<file path="src/include/pwctl_pkg.sv">
// Constants, field layout and address decode for the password-gated register bank
`default_nettype none
package pwctl_pkg;
  // ----------------
  // Tables and addresses
  // ----------------
  localparam logic [7:0] UPPER_BASE = 8'h80;
  localparam logic [7:0] TBL_CONFIG = 8'h04;
  localparam logic [7:0] TBL_FACTORY = 8'h05;
  localparam logic [7:0] ADDR_CONTROL = 8'h01;
  localparam logic [7:0] ADDR_PW_ENTRY = 8'h7B;
  localparam logic [7:0] ADDR_SAFETY_STATUS = 8'hB4;
  localparam logic [7:0] ADDR_MOD_PW_SET = 8'hB8;
  localparam logic [7:0] ADDR_HOST_PW_SET = 8'hBC;
  localparam logic [7:0] ADDR_TRIM_A = 8'h80;
  localparam logic [7:0] ADDR_TRIM_B = 8'h82;
  localparam logic [7:0] ADDR_THR_CODE = 8'h87;
  localparam logic [2:0] LEN_PW = 3'd4;
  localparam logic [2:0] LEN_TRIM = 3'd2;
  localparam logic [2:0] LEN_BYTE = 3'd1;
  // ----------------
  // Field positions
  // ----------------
  localparam int CTRL_OUT_A_BIT = 2;
  localparam int CTRL_OUT_B_BIT = 1;
  localparam int ST_BIAS_HIGH_BIT = 2;
  localparam int ST_TXP_HIGH_BIT = 3;
  localparam int ST_TXP_LOW_BIT = 4;
  localparam int ST_SHUTDOWN_BIT = 6;
  localparam int ST_SAFETY_BIT = 7;
  // ----------------
  // Values after reset and fixed read values
  // ----------------
  localparam logic [7:0] CTRL_RESET = 8'h00;
  localparam logic [7:0] STATUS_RESET = 8'h00;
  localparam logic [7:0] THR_CODE_RESET = 8'h80;
  localparam logic [31:0] MOD_PW_RESET = 32'h00000000;
  localparam logic [31:0] HOST_PW_RESET = 32'h00000000;
  localparam logic [7:0] PW_ENTRY_BYTE_RESET = 8'hFF;
  localparam logic [15:0] TRIM_A_RESET = 16'h0000;
  localparam logic [15:0] TRIM_B_RESET = 16'h0000;
  localparam logic [7:0] HIDDEN_READ = 8'hFF;
  localparam logic [7:0] UNMAPPED_READ = 8'h00;
  localparam int THR_STEPS = 256;
  localparam int THR_FULL_SCALE_MV = 1000;

  typedef enum {STAGE_IDLE, STAGE_COLLECT, STAGE_BROKEN} stage_state_type;

  // Lower half is common to all tables; upper half needs the table match
  function automatic logic in_window(input logic [7:0] tsel, input logic [7:0] addr,
                                     input logic [7:0] tbl, input logic [7:0] base,
                                     input logic [2:0] len);
    logic [8:0] top;
    top = {1'b0, base} + {6'b000000, len};
    in_window = ((addr < UPPER_BASE) || (tsel == tbl)) && (addr >= base) &&
                ({1'b0, addr} < top);
  endfunction
endpackage
`default_nettype wire

</file>
<file path="src/include/reg_port_if.sv">
// Byte write channel shared by the register bank and its password gate
`timescale 1ns/1ps
`default_nettype none
interface reg_port_if;
  logic [7:0] table_sel;
  logic [7:0] addr;
  logic [7:0] wdata;
  logic wr;
  logic first;
  logic xact_end;
  modport source (
    output table_sel,
    output addr,
    output wdata,
    output wr,
    output first,
    output xact_end
  );
  modport sink (
    input table_sel,
    input addr,
    input wdata,
    input wr,
    input first,
    input xact_end
  );
endinterface
`default_nettype wire

</file>
<file path="src/logic/safety_status_reg.sv">
// Safety status byte: live quick-trip flags, shutdown flag, sticky fault flag
`timescale 1ns/1ps
`default_nettype none
module safety_status_reg (
  input wire logic clk,
  input wire logic nrst,
  input wire logic bias_high_trip,
  input wire logic tx_power_high_trip,
  input wire logic tx_power_low_trip,
  input wire logic shutdown_mode,
  input wire logic laser_cutoff_gate,
  input wire logic fault_clear,
  output logic [7:0] status
);
  logic any_trip;
  logic safety_q;
  logic safety_d;
  logic [7:0] status_d;

  assign any_trip = bias_high_trip | tx_power_high_trip | tx_power_low_trip;
  assign safety_d = any_trip ? 1'b1 : (fault_clear ? 1'b0 : safety_q);

  always_comb begin
    status_d = 8'h00;
    status_d[pwctl_pkg::ST_BIAS_HIGH_BIT] = bias_high_trip;
    status_d[pwctl_pkg::ST_TXP_HIGH_BIT] = tx_power_high_trip;
    status_d[pwctl_pkg::ST_TXP_LOW_BIT] = tx_power_low_trip;
    status_d[pwctl_pkg::ST_SHUTDOWN_BIT] = shutdown_mode & laser_cutoff_gate;
    status_d[pwctl_pkg::ST_SAFETY_BIT] = safety_d;
  end

  always_ff @(posedge clk) begin
    if (!nrst) begin
      safety_q <= 1'b0;
      status <= pwctl_pkg::STATUS_RESET;
    end else begin
      safety_q <= safety_d;
      status <= status_d;
    end
  end
endmodule // safety_status_reg
`default_nettype wire

</file>
<file path="src/logic/password_gate.sv">
// Password entry, stored passwords, comparison and 4-byte password change
`timescale 1ns/1ps
`default_nettype none
module password_gate (
  input wire logic clk,
  input wire logic nrst,
  reg_port_if.sink port,
  output logic host_ok,
  output logic mod_ok,
  output logic change_refused
);
  logic [7:0] entry_q [4];
  logic [7:0] stage_q [4];
  logic [31:0] entry_word;
  logic [31:0] mod_pw_q;
  logic [31:0] host_pw_q;
  logic [2:0] cnt_q;
  logic tgt_mod_q;
  pwctl_pkg::stage_state_type state_q;
  logic [7:0] off;
  logic hit_entry;
  logic hit_mod;
  logic hit_host;
  logic hit_set;
  logic in_order;
  logic commit;
  logic granted;

  assign hit_entry = pwctl_pkg::in_window(port.table_sel, port.addr, pwctl_pkg::TBL_CONFIG,
                                          pwctl_pkg::ADDR_PW_ENTRY, pwctl_pkg::LEN_PW);
  assign hit_mod = pwctl_pkg::in_window(port.table_sel, port.addr, pwctl_pkg::TBL_CONFIG,
                                        pwctl_pkg::ADDR_MOD_PW_SET, pwctl_pkg::LEN_PW);
  assign hit_host = pwctl_pkg::in_window(port.table_sel, port.addr, pwctl_pkg::TBL_CONFIG,
                                         pwctl_pkg::ADDR_HOST_PW_SET, pwctl_pkg::LEN_PW);
  assign hit_set = hit_mod | hit_host;
  assign off = hit_entry ? (port.addr - pwctl_pkg::ADDR_PW_ENTRY) :
               (hit_mod ? (port.addr - pwctl_pkg::ADDR_MOD_PW_SET) :
               (port.addr - pwctl_pkg::ADDR_HOST_PW_SET));
  assign in_order = hit_set && (hit_mod == tgt_mod_q) && ({1'b0, off[1:0]} == cnt_q);
  assign granted = tgt_mod_q ? mod_ok : host_ok;
  // only a whole 4-byte write by an unlocked party lands
  assign commit = port.xact_end && (state_q == pwctl_pkg::STAGE_COLLECT) &&
                  (cnt_q == pwctl_pkg::LEN_PW) && granted;
  assign change_refused = port.xact_end && (state_q != pwctl_pkg::STAGE_IDLE) && !commit;
  assign entry_word = {entry_q[0], entry_q[1], entry_q[2], entry_q[3]};

  // each entry byte lands alone or within a burst
  for (genvar i = 0; i < 4; i++) begin : g_entry
    always_ff @(posedge clk) begin
      if (!nrst) begin
        entry_q[i] <= pwctl_pkg::PW_ENTRY_BYTE_RESET;
      end else if (port.wr && hit_entry && (off[1:0] == 2'(i))) begin
        entry_q[i] <= port.wdata;
      end
    end
  end

  always_ff @(posedge clk) begin
    if (!nrst) begin
      state_q <= pwctl_pkg::STAGE_IDLE;
      cnt_q <= 3'd0;
      tgt_mod_q <= 1'b0;
    end else if (port.xact_end) begin
      state_q <= pwctl_pkg::STAGE_IDLE;
      cnt_q <= 3'd0;
    end else if (port.wr && port.first) begin
      state_q <= !hit_set ? pwctl_pkg::STAGE_IDLE :
                 (off[1:0] == 2'd0 ? pwctl_pkg::STAGE_COLLECT : pwctl_pkg::STAGE_BROKEN);
      cnt_q <= 3'd1;
      tgt_mod_q <= hit_mod;
    end else if (port.wr && state_q == pwctl_pkg::STAGE_COLLECT) begin
      state_q <= (in_order && cnt_q < pwctl_pkg::LEN_PW) ? pwctl_pkg::STAGE_COLLECT :
                 pwctl_pkg::STAGE_BROKEN;
      cnt_q <= cnt_q + 3'd1;
    end
  end

  always_ff @(posedge clk) begin
    if (port.wr && hit_set) begin
      stage_q[off[1:0]] <= port.wdata;
    end
  end

  always_ff @(posedge clk) begin
    if (!nrst) begin
      mod_pw_q <= pwctl_pkg::MOD_PW_RESET;
      host_pw_q <= pwctl_pkg::HOST_PW_RESET;
    end else if (commit && tgt_mod_q) begin
      mod_pw_q <= {stage_q[0], stage_q[1], stage_q[2], stage_q[3]};
    end else if (commit) begin
      host_pw_q <= {stage_q[0], stage_q[1], stage_q[2], stage_q[3]};
    end
  end

  // access only while the full entry matches
  // a changed password locks until re-entered
  always_ff @(posedge clk) begin
    if (!nrst) begin
      mod_ok <= 1'b0;
      host_ok <= 1'b0;
    end else begin
      mod_ok <= (entry_word == mod_pw_q);
      host_ok <= (entry_word == host_pw_q);
    end
  end
endmodule // password_gate
`default_nettype wire

</file>
<file path="src/logic/password_gated_control_registers.sv">
// Register bank: safety status, password gate, sensor trims, conditioner control
`timescale 1ns/1ps
`default_nettype none
module password_gated_control_registers (
  input wire logic clk,
  input wire logic nrst,
  input wire logic [7:0] table_sel,
  input wire logic [7:0] reg_addr,
  input wire logic [7:0] reg_wdata,
  input wire logic reg_wr,
  input wire logic reg_rd,
  input wire logic xact_first,
  input wire logic xact_end,
  input wire logic factory_mode,
  input wire logic power_down,
  input wire logic bias_sense_input_over,
  input wire logic tx_power_over,
  input wire logic tx_power_under,
  input wire logic shutdown_mode,
  input wire logic laser_cutoff_gate,
  input wire logic fault_clear,
  output logic [7:0] reg_rdata,
  output logic reg_rvalid,
  output logic write_refused,
  output logic conditioner_out_a,
  output logic conditioner_out_b,
  output logic [7:0] threshold_voltage_code,
  output logic host_access,
  output logic module_access
);
  // ----------------
  // Declarations
  // ----------------
  // Write channel to the gate
  reg_port_if port ();

  // Control and code bytes
  logic [7:0] ctrl_q;
  logic [7:0] ctrl_d;
  logic [7:0] thr_code_q;
  logic [7:0] thr_code_d;

  // Factory trims
  logic [15:0] trim_a_q;
  logic [15:0] trim_b_q;

  // Safety status byte
  logic [7:0] status;

  // Read and refusal pulses
  logic [7:0] rdata_q;
  logic [7:0] rdata_d;
  logic rvalid_q;
  logic refused_q;
  logic refused_d;

  // Conditioner pins
  logic out_a_q;
  logic out_b_q;

  // Gate results
  logic host_ok;
  logic mod_ok;
  logic change_refused;

  // Address hits
  logic hit_ctrl;
  logic hit_status;
  logic hit_entry;
  logic hit_mod_set;
  logic hit_host_set;
  logic hit_trim_a;
  logic hit_trim_b;
  logic hit_thr;
  logic hit_hidden;
  logic trim_lo;

  // Write strobes
  logic wr_ctrl;
  logic wr_thr;
  logic wr_trim_a;
  logic wr_trim_b;
  logic wr_ro;

  // ----------------
  // Write channel into the shared port
  // ----------------
  // Gate decodes its own windows from these
  assign port.table_sel = table_sel;
  assign port.addr = reg_addr;
  assign port.wdata = reg_wdata;
  assign port.wr = reg_wr;
  assign port.first = xact_first;
  assign port.xact_end = xact_end;

  // ----------------
  // Address decode
  // ----------------
  assign hit_ctrl = pwctl_pkg::in_window(table_sel, reg_addr, pwctl_pkg::TBL_CONFIG,
                                         pwctl_pkg::ADDR_CONTROL, pwctl_pkg::LEN_BYTE);

  assign hit_status = pwctl_pkg::in_window(table_sel, reg_addr, pwctl_pkg::TBL_CONFIG,
                                           pwctl_pkg::ADDR_SAFETY_STATUS,
                                           pwctl_pkg::LEN_BYTE);

  assign hit_entry = pwctl_pkg::in_window(table_sel, reg_addr, pwctl_pkg::TBL_CONFIG,
                                          pwctl_pkg::ADDR_PW_ENTRY, pwctl_pkg::LEN_PW);

  assign hit_mod_set = pwctl_pkg::in_window(table_sel, reg_addr, pwctl_pkg::TBL_CONFIG,
                                            pwctl_pkg::ADDR_MOD_PW_SET, pwctl_pkg::LEN_PW);

  assign hit_host_set = pwctl_pkg::in_window(table_sel, reg_addr, pwctl_pkg::TBL_CONFIG,
                                             pwctl_pkg::ADDR_HOST_PW_SET,
                                             pwctl_pkg::LEN_PW);

  assign hit_trim_a = pwctl_pkg::in_window(table_sel, reg_addr, pwctl_pkg::TBL_FACTORY,
                                           pwctl_pkg::ADDR_TRIM_A, pwctl_pkg::LEN_TRIM);

  assign hit_trim_b = pwctl_pkg::in_window(table_sel, reg_addr, pwctl_pkg::TBL_FACTORY,
                                           pwctl_pkg::ADDR_TRIM_B, pwctl_pkg::LEN_TRIM);

  assign hit_thr = pwctl_pkg::in_window(table_sel, reg_addr, pwctl_pkg::TBL_FACTORY,
                                        pwctl_pkg::ADDR_THR_CODE, pwctl_pkg::LEN_BYTE);

  assign hit_hidden = hit_entry | hit_mod_set | hit_host_set;
  // Trims are stored high byte first, so the odd address is the low byte
  assign trim_lo = reg_addr[0];

  // ----------------
  // Write qualification
  // ----------------
  assign wr_ctrl = reg_wr && hit_ctrl;
  assign wr_thr = reg_wr && hit_thr;

  assign wr_trim_a = reg_wr && hit_trim_a && factory_mode;
  assign wr_trim_b = reg_wr && hit_trim_b && factory_mode;

  assign wr_ro = reg_wr && (hit_status || ((hit_trim_a || hit_trim_b) && !factory_mode));

  // Password change refusals only show once the transaction ends
  assign refused_d = wr_ro || change_refused;

  // ----------------
  // Conditioner control byte
  // ----------------
  assign ctrl_d = wr_ctrl ? reg_wdata : ctrl_q;

  always_ff @(posedge clk) begin
    if (!nrst) begin
      ctrl_q <= pwctl_pkg::CTRL_RESET;
    end else begin
      ctrl_q <= ctrl_d;
    end
  end

  // Outside power_down, pins follow the register a cycle later so they never glitch on decode
  always_ff @(posedge clk) begin
    if (!nrst) begin
      out_a_q <= pwctl_pkg::CTRL_RESET[pwctl_pkg::CTRL_OUT_A_BIT];
      out_b_q <= pwctl_pkg::CTRL_RESET[pwctl_pkg::CTRL_OUT_B_BIT];
    end else if (power_down) begin
      out_a_q <= 1'b1;
      out_b_q <= 1'b0;
    end else begin
      out_a_q <= ctrl_q[pwctl_pkg::CTRL_OUT_A_BIT];
      out_b_q <= ctrl_q[pwctl_pkg::CTRL_OUT_B_BIT];
    end
  end

  assign conditioner_out_a = out_a_q;
  assign conditioner_out_b = out_b_q;

  // ----------------
  // Threshold voltage code
  // ----------------
  // Code n gives n/THR_STEPS of THR_FULL_SCALE_MV; the analog source does the scaling
  assign thr_code_d = wr_thr ? reg_wdata : thr_code_q;

  always_ff @(posedge clk) begin
    if (!nrst) begin
      thr_code_q <= pwctl_pkg::THR_CODE_RESET;
    end else begin
      thr_code_q <= thr_code_d;
    end
  end

  assign threshold_voltage_code = thr_code_q;

  // ----------------
  // Factory scale trims
  // ----------------
  // Reset stands in for the nonvolatile load of the trimmed values
  always_ff @(posedge clk) begin
    if (!nrst) begin
      trim_a_q <= pwctl_pkg::TRIM_A_RESET;
    end else if (wr_trim_a && trim_lo) begin
      trim_a_q[7:0] <= reg_wdata;
    end else if (wr_trim_a) begin
      trim_a_q[15:8] <= reg_wdata;
    end
  end

  always_ff @(posedge clk) begin
    if (!nrst) begin
      trim_b_q <= pwctl_pkg::TRIM_B_RESET;
    end else if (wr_trim_b && trim_lo) begin
      trim_b_q[7:0] <= reg_wdata;
    end else if (wr_trim_b) begin
      trim_b_q[15:8] <= reg_wdata;
    end
  end

  // ----------------
  // Safety status and password gate
  // ----------------
  // Trip comparators sit outside; only their levels arrive here
  safety_status_reg u_status (
    .clk(clk),
    .nrst(nrst),
    .bias_high_trip(bias_sense_input_over),
    .tx_power_high_trip(tx_power_over),
    .tx_power_low_trip(tx_power_under),
    .shutdown_mode(shutdown_mode),
    .laser_cutoff_gate(laser_cutoff_gate),
    .fault_clear(fault_clear),
    .status(status)
  );

  // Gate keeps entry and both passwords away from the read mux
  password_gate u_gate (
    .clk(clk),
    .nrst(nrst),
    .port(port),
    .host_ok(host_ok),
    .mod_ok(mod_ok),
    .change_refused(change_refused)
  );

  assign host_access = host_ok;
  assign module_access = mod_ok;

  // ----------------
  // Read path
  // ----------------
  always_comb begin
    rdata_d = pwctl_pkg::UNMAPPED_READ;
    if (hit_hidden) begin
      rdata_d = pwctl_pkg::HIDDEN_READ;
    end else if (hit_ctrl) begin
      rdata_d = ctrl_q;
    end else if (hit_status) begin
      rdata_d = status;
    end else if (hit_trim_a) begin
      rdata_d = trim_lo ? trim_a_q[7:0] : trim_a_q[15:8];
    end else if (hit_trim_b) begin
      rdata_d = trim_lo ? trim_b_q[7:0] : trim_b_q[15:8];
    end else if (hit_thr) begin
      rdata_d = thr_code_q;
    end
  end

  // Read data holds until the next read strobe
  always_ff @(posedge clk) begin
    if (!nrst) begin
      rdata_q <= pwctl_pkg::UNMAPPED_READ;
      rvalid_q <= 1'b0;
      refused_q <= 1'b0;
    end else begin
      rdata_q <= reg_rd ? rdata_d : rdata_q;
      rvalid_q <= reg_rd;
      refused_q <= refused_d;
    end
  end

  assign reg_rdata = rdata_q;
  assign reg_rvalid = rvalid_q;
  assign write_refused = refused_q;
endmodule // password_gated_control_registers
`default_nettype wire

</file>
<file path="config.mk">
export PLATFORM = sky130hd
export DESIGN_NAME = password_gated_control_registers
export DESIGN_NICKNAME = d
export VERILOG_FILES = /design/src/include/pwctl_pkg.sv /design/src/include/reg_port_if.sv /design/src/logic/safety_status_reg.sv /design/src/logic/password_gate.sv /design/src/logic/password_gated_control_registers.sv
export SDC_FILE = /design/constraint.sdc
export NUM_CORES = 1
export LEC_CHECK = 0
export ABC_AREA = 1
export BUFFER_PORTS_ARGS = -buffer_cell sky130_fd_sc_hd__buf_4
export CAP_MARGIN = 25
export CORE_UTILIZATION = 60
export DETAILED_ROUTE_END_ITERATION = 12
export PLACE_DENSITY = 0.77
export SETUP_SLACK_MARGIN = 0.1
export SYNTH_ARGS = -nofsm -noshare
export SYNTH_HDL_FRONTEND = slang
export SYNTH_SLANG_ARGS = --single-unit
</file>
<file path="constraint.sdc">
create_clock -name clk -period 2.65 [get_ports clk]
set_input_delay 0.1325 -clock clk [delete_from_list [all_inputs] [get_ports clk]]
set_output_delay 0.1325 -clock clk [all_outputs]
set_load 0.005 [all_outputs]
</file>
==> run_results.csv, run 1 <==
group,metric,value,unit
outcome,status,"completed",
global_route,grt_overflow_total,0,
synthesis,yosysTopAreaCellShare,31.0,%
place,portBuffers,59,
routing,dr.pass1.iters,5,
power,switchingPower,1.47,mW
clocking,clk_latency,0.49,ns
timing,rsz0062_at_grt,"false",
worst_setup_path,required,3.07,ns
layout,antenna_cells,0,
synthesis,ys_types,41,
timing,fin_crit_sh,68.6,%
worst_setup_path,path_buf_inv,2,
layout,final_area,10300,sq um
routing,via_count,7408,
power,ir_drop,0.000414,V
timing,finClkSkew,0.00580,ns
worst_setup_path,rrSetupSlack,0.83,ns
floorplanning,die_w,123,um
global_route,grt_max_degree,65,
synthesis,seq_area_frac_synth,52.8,%
synthesis,synth_area_leaders,"dfxtp_1 (31%), edfxtp_1 (22%), a21oi_1 (7.3%)",
place,gp_congestion,0.967,
floorplanning,dieHeight,123,um
power,leakage,3.91,nW
place,post-dp-hpwl,15800,um
timing,fmax,0.550,GHz
worst_setup_path,crit_path_end_kind,"flop",
synthesis,yosysWarnings,0,
clocking,cts_setup_buffers,0,
layout,finalNetCount,1156,
timing,final_hold_viol_count,0,
clocking,cts-root-buf,"clkbuf_16",
timing,tightestPinTransition,0.579,ns
floorplanning,die_area,15200,sq um
layout,area_delta_synth_final,16.1,%
power,powerDensity,633,nW/um^2
clocking,htree_levels,1,
power,clkPwrFrac,44.0,%
worst_setup_path,slowest_delay,0.46,ns
routing,wl_per_cell,17.5,um
floorplanning,num_io_pins,60,
global_route,grt_pass1_vias,6981,
power,switching_share,22.7,%
routing,drc,0,
place,place_ws,0.433,ns
routing,initialDrtViolationCount,640,
synthesis,synth_nets,1086,
synthesis,netlist_area,8830,sq um
clocking,cts_hold_buf,19,
power,p_comb_share,5.8,%
timing,slew_violations,0,
global_route,antenna_found_initial,0,
clocking,post_cts_resized,0,
timing,setup_viol_count_final,0,
floorplanning,rows,43,
worst_setup_path,worstPathArrival,2.24,ns
power,p_int,5.02,mW
worst_setup_path,critPathMaxFanout,64,
clocking,clockBufferDepth,3,
worst_hold_path,min_path_type,"primary input to flop",
run,maxCapViolCount,0,
layout,ff_latch_area,4660,sq um
worst_setup_path,critPathLaunchType,"flop",
global_route,grt_use_total,31.7,%
layout,fill_cells,1080,
global_route,grt_pass1_wl,36500,um
worst_setup_path,path_delay_family,"buffers and inverters",
power,p_seq_share,50.2,%
routing,antenna_left,0,
synthesis,synth_seq_cells,201,
worst_setup_path,crit_path_cell_trace,"inv_1 -> ha_1 -> nand2_1 -> nor2_1 -> nand3_2 -> buf_4 -> o21ai_0 -> a21oi_1",
floorplanning,core-area,14100,sq um
layout,layout-drive-gt1-share,12.9,%
clocking,cts_tree,"built",
clocking,clk_pin_slew_worst_paths,0.06,ns
clocking,cts.sinks,201,
layout,multiInputGateArea,3400,sq um
timing,fin_setup_tns,0,ns
worst_setup_path,worst_path_max_delay_cell,"buf_4",
place,place_area,9410,sq um
timing,timing.final.ws_setup,0.832,ns
timing,min_period,1.82,ns
clocking,cts_buffers,21,
timing,holdWs,0.0149,ns
synthesis,synth_cells,1042,
synthesis,yosysTopAreaCell,"dfxtp_1",
routing,wl,22800,um
floorplanning,start_util,62.7,%
timing,slew_headroom,61.4,%
routing,viasPerCell,5.67,
worst_setup_path,crit_type,"flop to flop",
synthesis,syn_area_per_cell,8.48,sq um
## registers in the layout (all words and copies together), names as in the netlist, 2 cells and up
signal / cells
u_status.status: 4
u_gate.state_q: 2
reg_rdata: 8
threshold_voltage_code: 8
u_gate.stage_q: 32
trim_b_q: 16
ctrl_q: 8
u_gate.entry_q: 32
u_gate.mod_pw_q: 32
u_gate.cnt_q: 3
u_gate.host_pw_q: 32
trim_a_q: 16
## cells in the mapped netlist (all sizes together)
master	instances
o21ai	134
ha	6
nor3	9
a211oi	12
o211ai	3
inv	157
nor4	5
edfxtp	64
nand3b	6
nand4	11
and3	1
a221oi	3
buf	14
nor2	63
xor2	9
mux2i	1
or2	2
o2111ai	2
o22ai	30
dfxtp	137
nand2	164
xnor2	6
a21boi	1
clkbuf	27
nand3	45
a21oi	130
## placed cells by master, fill, tap and decap left out, types with 7 or more instances in the layout
| master | Yosys | routed |
|---|---|---|
| clkbuf_16 | 0 | 21 |
| o22ai_1 | 30 | 30 |
| inv_1 | 150 | 150 |
| inv_2 | 7 | 7 |
| nor3_1 | 9 | 9 |
| o21ai_1 | 10 | 10 |
| buf_4 | 1 | 68 |
| a211oi_1 | 12 | 12 |
| edfxtp_1 | 64 | 64 |
| nand2_2 | 8 | 8 |
| nand3_1 | 33 | 31 |
| xor2_1 | 9 | 9 |
| a21oi_1 | 129 | 129 |
| nor2_1 | 51 | 51 |
| dfxtp_1 | 137 | 137 |
| dlygate4sd3_1 | 0 | 19 |
| nand3_2 | 10 | 12 |
| o21ai_0 | 123 | 123 |
| nand4_1 | 11 | 11 |
| nand2_1 | 155 | 155 |
## worst register-to-register path, cell delays in order (launching register included)
cell,delay (ns)
dfxtp_1,0.40
inv_1,0.08
ha_1,0.20
nand2_1,0.07
nor2_1,0.08
nand3_2,0.06
buf_4,0.46
o21ai_0,0.24
a21oi_1,0.15
## power by group through the flow
stage	registers, mW	logic, mW	clock network, mW
floorplan	3.31	0.200	0
global placement	3.32	0.344	0
detailed placement	3.32	0.347	0
CTS	3.26	0.371	2.86
global route	3.26	0.414	2.98
finish	3.26	0.376	2.85
## kinds of logic after synthesis
logic type | Yosys count | synth area share (%)
xor+xnor | 15 | 1.49
flops | 201 | 52.8
mux | 1 | 0.113
buf+inv | 198 | 8.84
compound gates | 315 | 19.0
fa+ha+maj | 6 | 0.850
simple gates | 306 | 16.9
## worst paths after layout
path,startpoint,endpoint,cells after the start
max,u_gate.cnt_q[0],u_gate.mod_pw_q[15],8
min,reg_addr[2],u_gate.tgt_mod_q,4
max reg2reg,u_gate.cnt_q[0],u_gate.mod_pw_q[15],8
min reg2reg,trim_a_q[13],trim_a_q[13],2
## final cells by class
type,count,share of cell area (%)
inverters,157,5.75
well taps,180,2.20
flip-flops and latches,201,45.5
repair buffers,88,7.03
clock inverters,13,1.09
multi-input cells,643,33.1
clock buffers,24,5.33
## metal layers
layer,GRT usage [%],vias up,wire (um)
met1,39.1,3390,9210
met3,4.75,64,1610
met4,13.1,0,952
met2,55.3,315,11100
met5,0,-,0
li1,-,3639,-
## stage by stage
stage          utilization (%)  cells  power, mW
2_1_floorplan                -   1042       3.51
3_3_place_gp              66.7   1250       3.67
3_5_place_dp              66.7   1250       3.67
4_1_cts                   72.8   1306       6.49
5_1_grt                   72.8   1306       6.66
6_report                  72.8   1306       6.49
Note: power is estimated with default switching activity, not from simulation.
==> run 2, diff against run 1 <==
--- a/config.mk
+++ b/config.mk
@@ -8,9 +8,9 @@
 export ABC_AREA = 1
 export BUFFER_PORTS_ARGS = -buffer_cell sky130_fd_sc_hd__buf_4
 export CAP_MARGIN = 25
-export CORE_UTILIZATION = 60
+export CORE_UTILIZATION = 54
 export DETAILED_ROUTE_END_ITERATION = 12
-export PLACE_DENSITY = 0.77
+export PLACE_DENSITY = 0.73
 export SETUP_SLACK_MARGIN = 0.1
 export SYNTH_ARGS = -nofsm -noshare
 export SYNTH_HDL_FRONTEND = slang
==> constraint.sdc (replaced) <==
create_clock -name clk -period 1.5 [get_ports clk]
set_input_delay 0.075 -clock clk [delete_from_list [all_inputs] [get_ports clk]]
set_output_delay 0.075 -clock clk [all_outputs]
set_load 0.005 [all_outputs]
==> run 2 against run 1 <==
Die area grew 11%. Non-clock buffer count up 60. Sequential share of layout area decreased by 4.8 points. Cell count is 7.4% higher. Critical path type unchanged.
==> run_results.csv, run 2 (synthesis results as in run 1) <==
group,metric,value,unit
routing,initialDrtViolationCount,678,
run,maxCapViolCount,0,
floorplanning,dieHeight,130,um
power,p_int,8.96,mW
worst_hold_path,hold_depth,5,
layout,postLayoutCoreUtil,71.9,%
layout,layout_commonest_cell,"nand2_1",
routing,antenna_left,0,
layout,antenna_cells,0,
global_route,antenna_found_initial,0,
routing,via_count,7924,
floorplanning,core-area,15900,sq um
layout,layout_common_cells,"nand2_1 (147), inv_1 (141), dfxtp_1 (135)",
worst_setup_path,worstPathArrival,1.91,ns
worst_hold_path,min_path_type,"primary input to flop",
outcome,status,"completed",
power,p_seq_share,49.1,%
place,post-dp-hpwl,17000,um
routing,route.met2.wl,12700,um
timing,fin_setup_tns,0,ns
routing,wl_met3,1950,um
clocking,clockBufferDepth,3,
timing,fin_crit_sh,99.6,%
timing,final_hold_viol_count,0,
global_route,grt_overflow_total,0,
timing,fmax,0.669,GHz
global_route,grt_max_degree,65,
floorplanning,start_util,55.4,%
routing,drc,0,
layout,layout-drive-gt1-share,25.4,%
worst_hold_path,min_to,"u_gate.tgt_mod_q",
clocking,clk_latency,0.50,ns
floorplanning,num_io_pins,60,
worst_setup_path,rr_worst_depth,5,
clocking,htree_levels,1,
worst_setup_path,crit_path_end_kind,"flop",
power,ir_drop,0.000912,V
timing,slew_headroom,64.5,%
timing,finClkSkew,0.0125,ns
place,place_ws,-0.328,ns
power,p_comb_share,7.4,%
routing,wl,26200,um
worst_setup_path,required,1.92,ns
power,leakage,4.34,nW
worst_setup_path,r2r_start,"u_gate.entry_q[1][2]",
routing,highest_layer,"met4",
global_route,grt_pass1_vias,7530,
worst_setup_path,worst_path_max_delay_cell,"edfxtp_1",
worst_setup_path,path_buf_inv,1,
timing,slew_violations,0,
place,gp_congestion,0.955,
power,switching_share,23.5,%
layout,area_delta_synth_final,29.7,%
layout,finalNetCount,1216,
clocking,cts_buffers,21,
worst_setup_path,critPathMaxFanout,2,
clocking,cts-root-buf,"clkbuf_16",
floorplanning,die_w,130,um
clocking,clk_pin_slew_worst_paths,0.07,ns
place,dp.cells,1328,
worst_setup_path,critPathLaunchType,"flop",
timing,setup_viol_count_final,0,
worst_setup_path,crit_type,"flop to flop",
worst_setup_path,r2r_end,"u_gate.host_ok",
worst_setup_path,rrSetupSlack,0.006,ns
layout,instances_no_fill,1402,
routing,wl_per_cell,18.7,um
worst_setup_path,slowest_delay,0.43,ns
routing,dr.pass1.iters,5,
place,portBuffers,59,
routing,wl_met1,10100,um
global_route,grt_use_total,31.2,%
timing,rsz0062_at_grt,"true",
floorplanning,die_area,16900,sq um
floorplanning,rows,46,
power,powerDensity,1020,nW/um^2
worst_setup_path,path_delay_family,"simple AND/OR/NAND/NOR gates",
power,switchingPower,2.75,mW
routing,viasPerCell,5.65,
timing,timing.final.ws_setup,0.00631,ns
worst_setup_path,crit_path_cell_trace,"or2_2 -> a221oi_1 -> buf_4 -> nand3_1 -> nor2_2",
clocking,cts.sinks,201,
global_route,grt_pass1_wl,39800,um
clocking,cts_tree,"built",
power,clkPwrFrac,43.5,%
timing,tightestPinTransition,0.533,ns
timing,min_period,1.49,ns
worst_hold_path,min_from,"reg_addr[2]",
==> run 2: stage by stage <==
step / hold WS [ns] / cell area, sq um / power, mW
final: 0.135 / 11500 / 11.7
after global routing: 0.147 / 11500 / 12.0
after CTS: 0.0986 / 11100 / 11.7
after detailed placement: 0.257 / 9950 / 6.59
after global placement: 0.254 / 9950 / 6.58
after floorplan: 0.153 / 9010 / 6.23
==> run 2: worst max-delay path by stage <==
| stage | start | to | slack, ns | cells past startpoint |
|---|---|---|---|---|
| after floorplan | reg_addr[0] | u_gate.stage_q[1][0] | -0.08 | 9 |
| after global placement | reg_addr[1] | u_gate.entry_q[1][7] | -0.24 | 11 |
| after detailed placement | reg_addr[1] | u_gate.entry_q[1][1] | -0.33 | 11 |
| after CTS | u_gate.entry_q[3][4] | u_gate.host_ok | 0.04 | 6 |
| after global routing | u_gate.cnt_q[1] | u_gate.host_pw_q[21] | -0.04 | 8 |
| final | u_gate.entry_q[1][2] | u_gate.host_ok | 0.006 | 5 |
==> run 2: what timing repair did <==
item	CTS	global route
hold endpoints to repair	86	0
setup endpoints to repair	66	90
resized for setup	62	105
setup buffers	4	6
hold buffers	21	0
gates cloned	4	2
pin swaps	11	33
==> run 2: final cells by class <==
cell class	count	area, sq um
fillers	1197	4480
well taps	216	270
clock inverters	12	120
repair buffers	148	1360
clock buffers	25	541
inverters	157	604
multi-input cells	643	3900
flip-flops and latches	201	4670
==> run 2: worst reg2reg max path, cell delays in order, from the launching register on <==
cell      delay, ns
edfxtp_1       0.43
or2_2          0.30
a221oi_1       0.27
buf_4          0.17
nand3_1        0.09
nor2_2         0.15
==> run 2: routing by layer <==
layer / global-route usage, % / vias up
li1: - / 3778
met1: 38.0 / 3690
met5: 0 / -
met4: 17.3 / 0
met2: 53.2 / 354
met3: 4.84 / 102
==> run 2: power groups by stage <==
stage	Sequential [mW]	Clock, mW	Combinational (mW)
2_1_floorplan	5.84	0	0.390
3_3_place_gp	5.86	0	0.712
3_5_place_dp	5.87	0	0.719
4_1_cts	5.75	5.13	0.783
5_1_grt	5.75	5.35	0.923
6_report	5.75	5.09	0.861
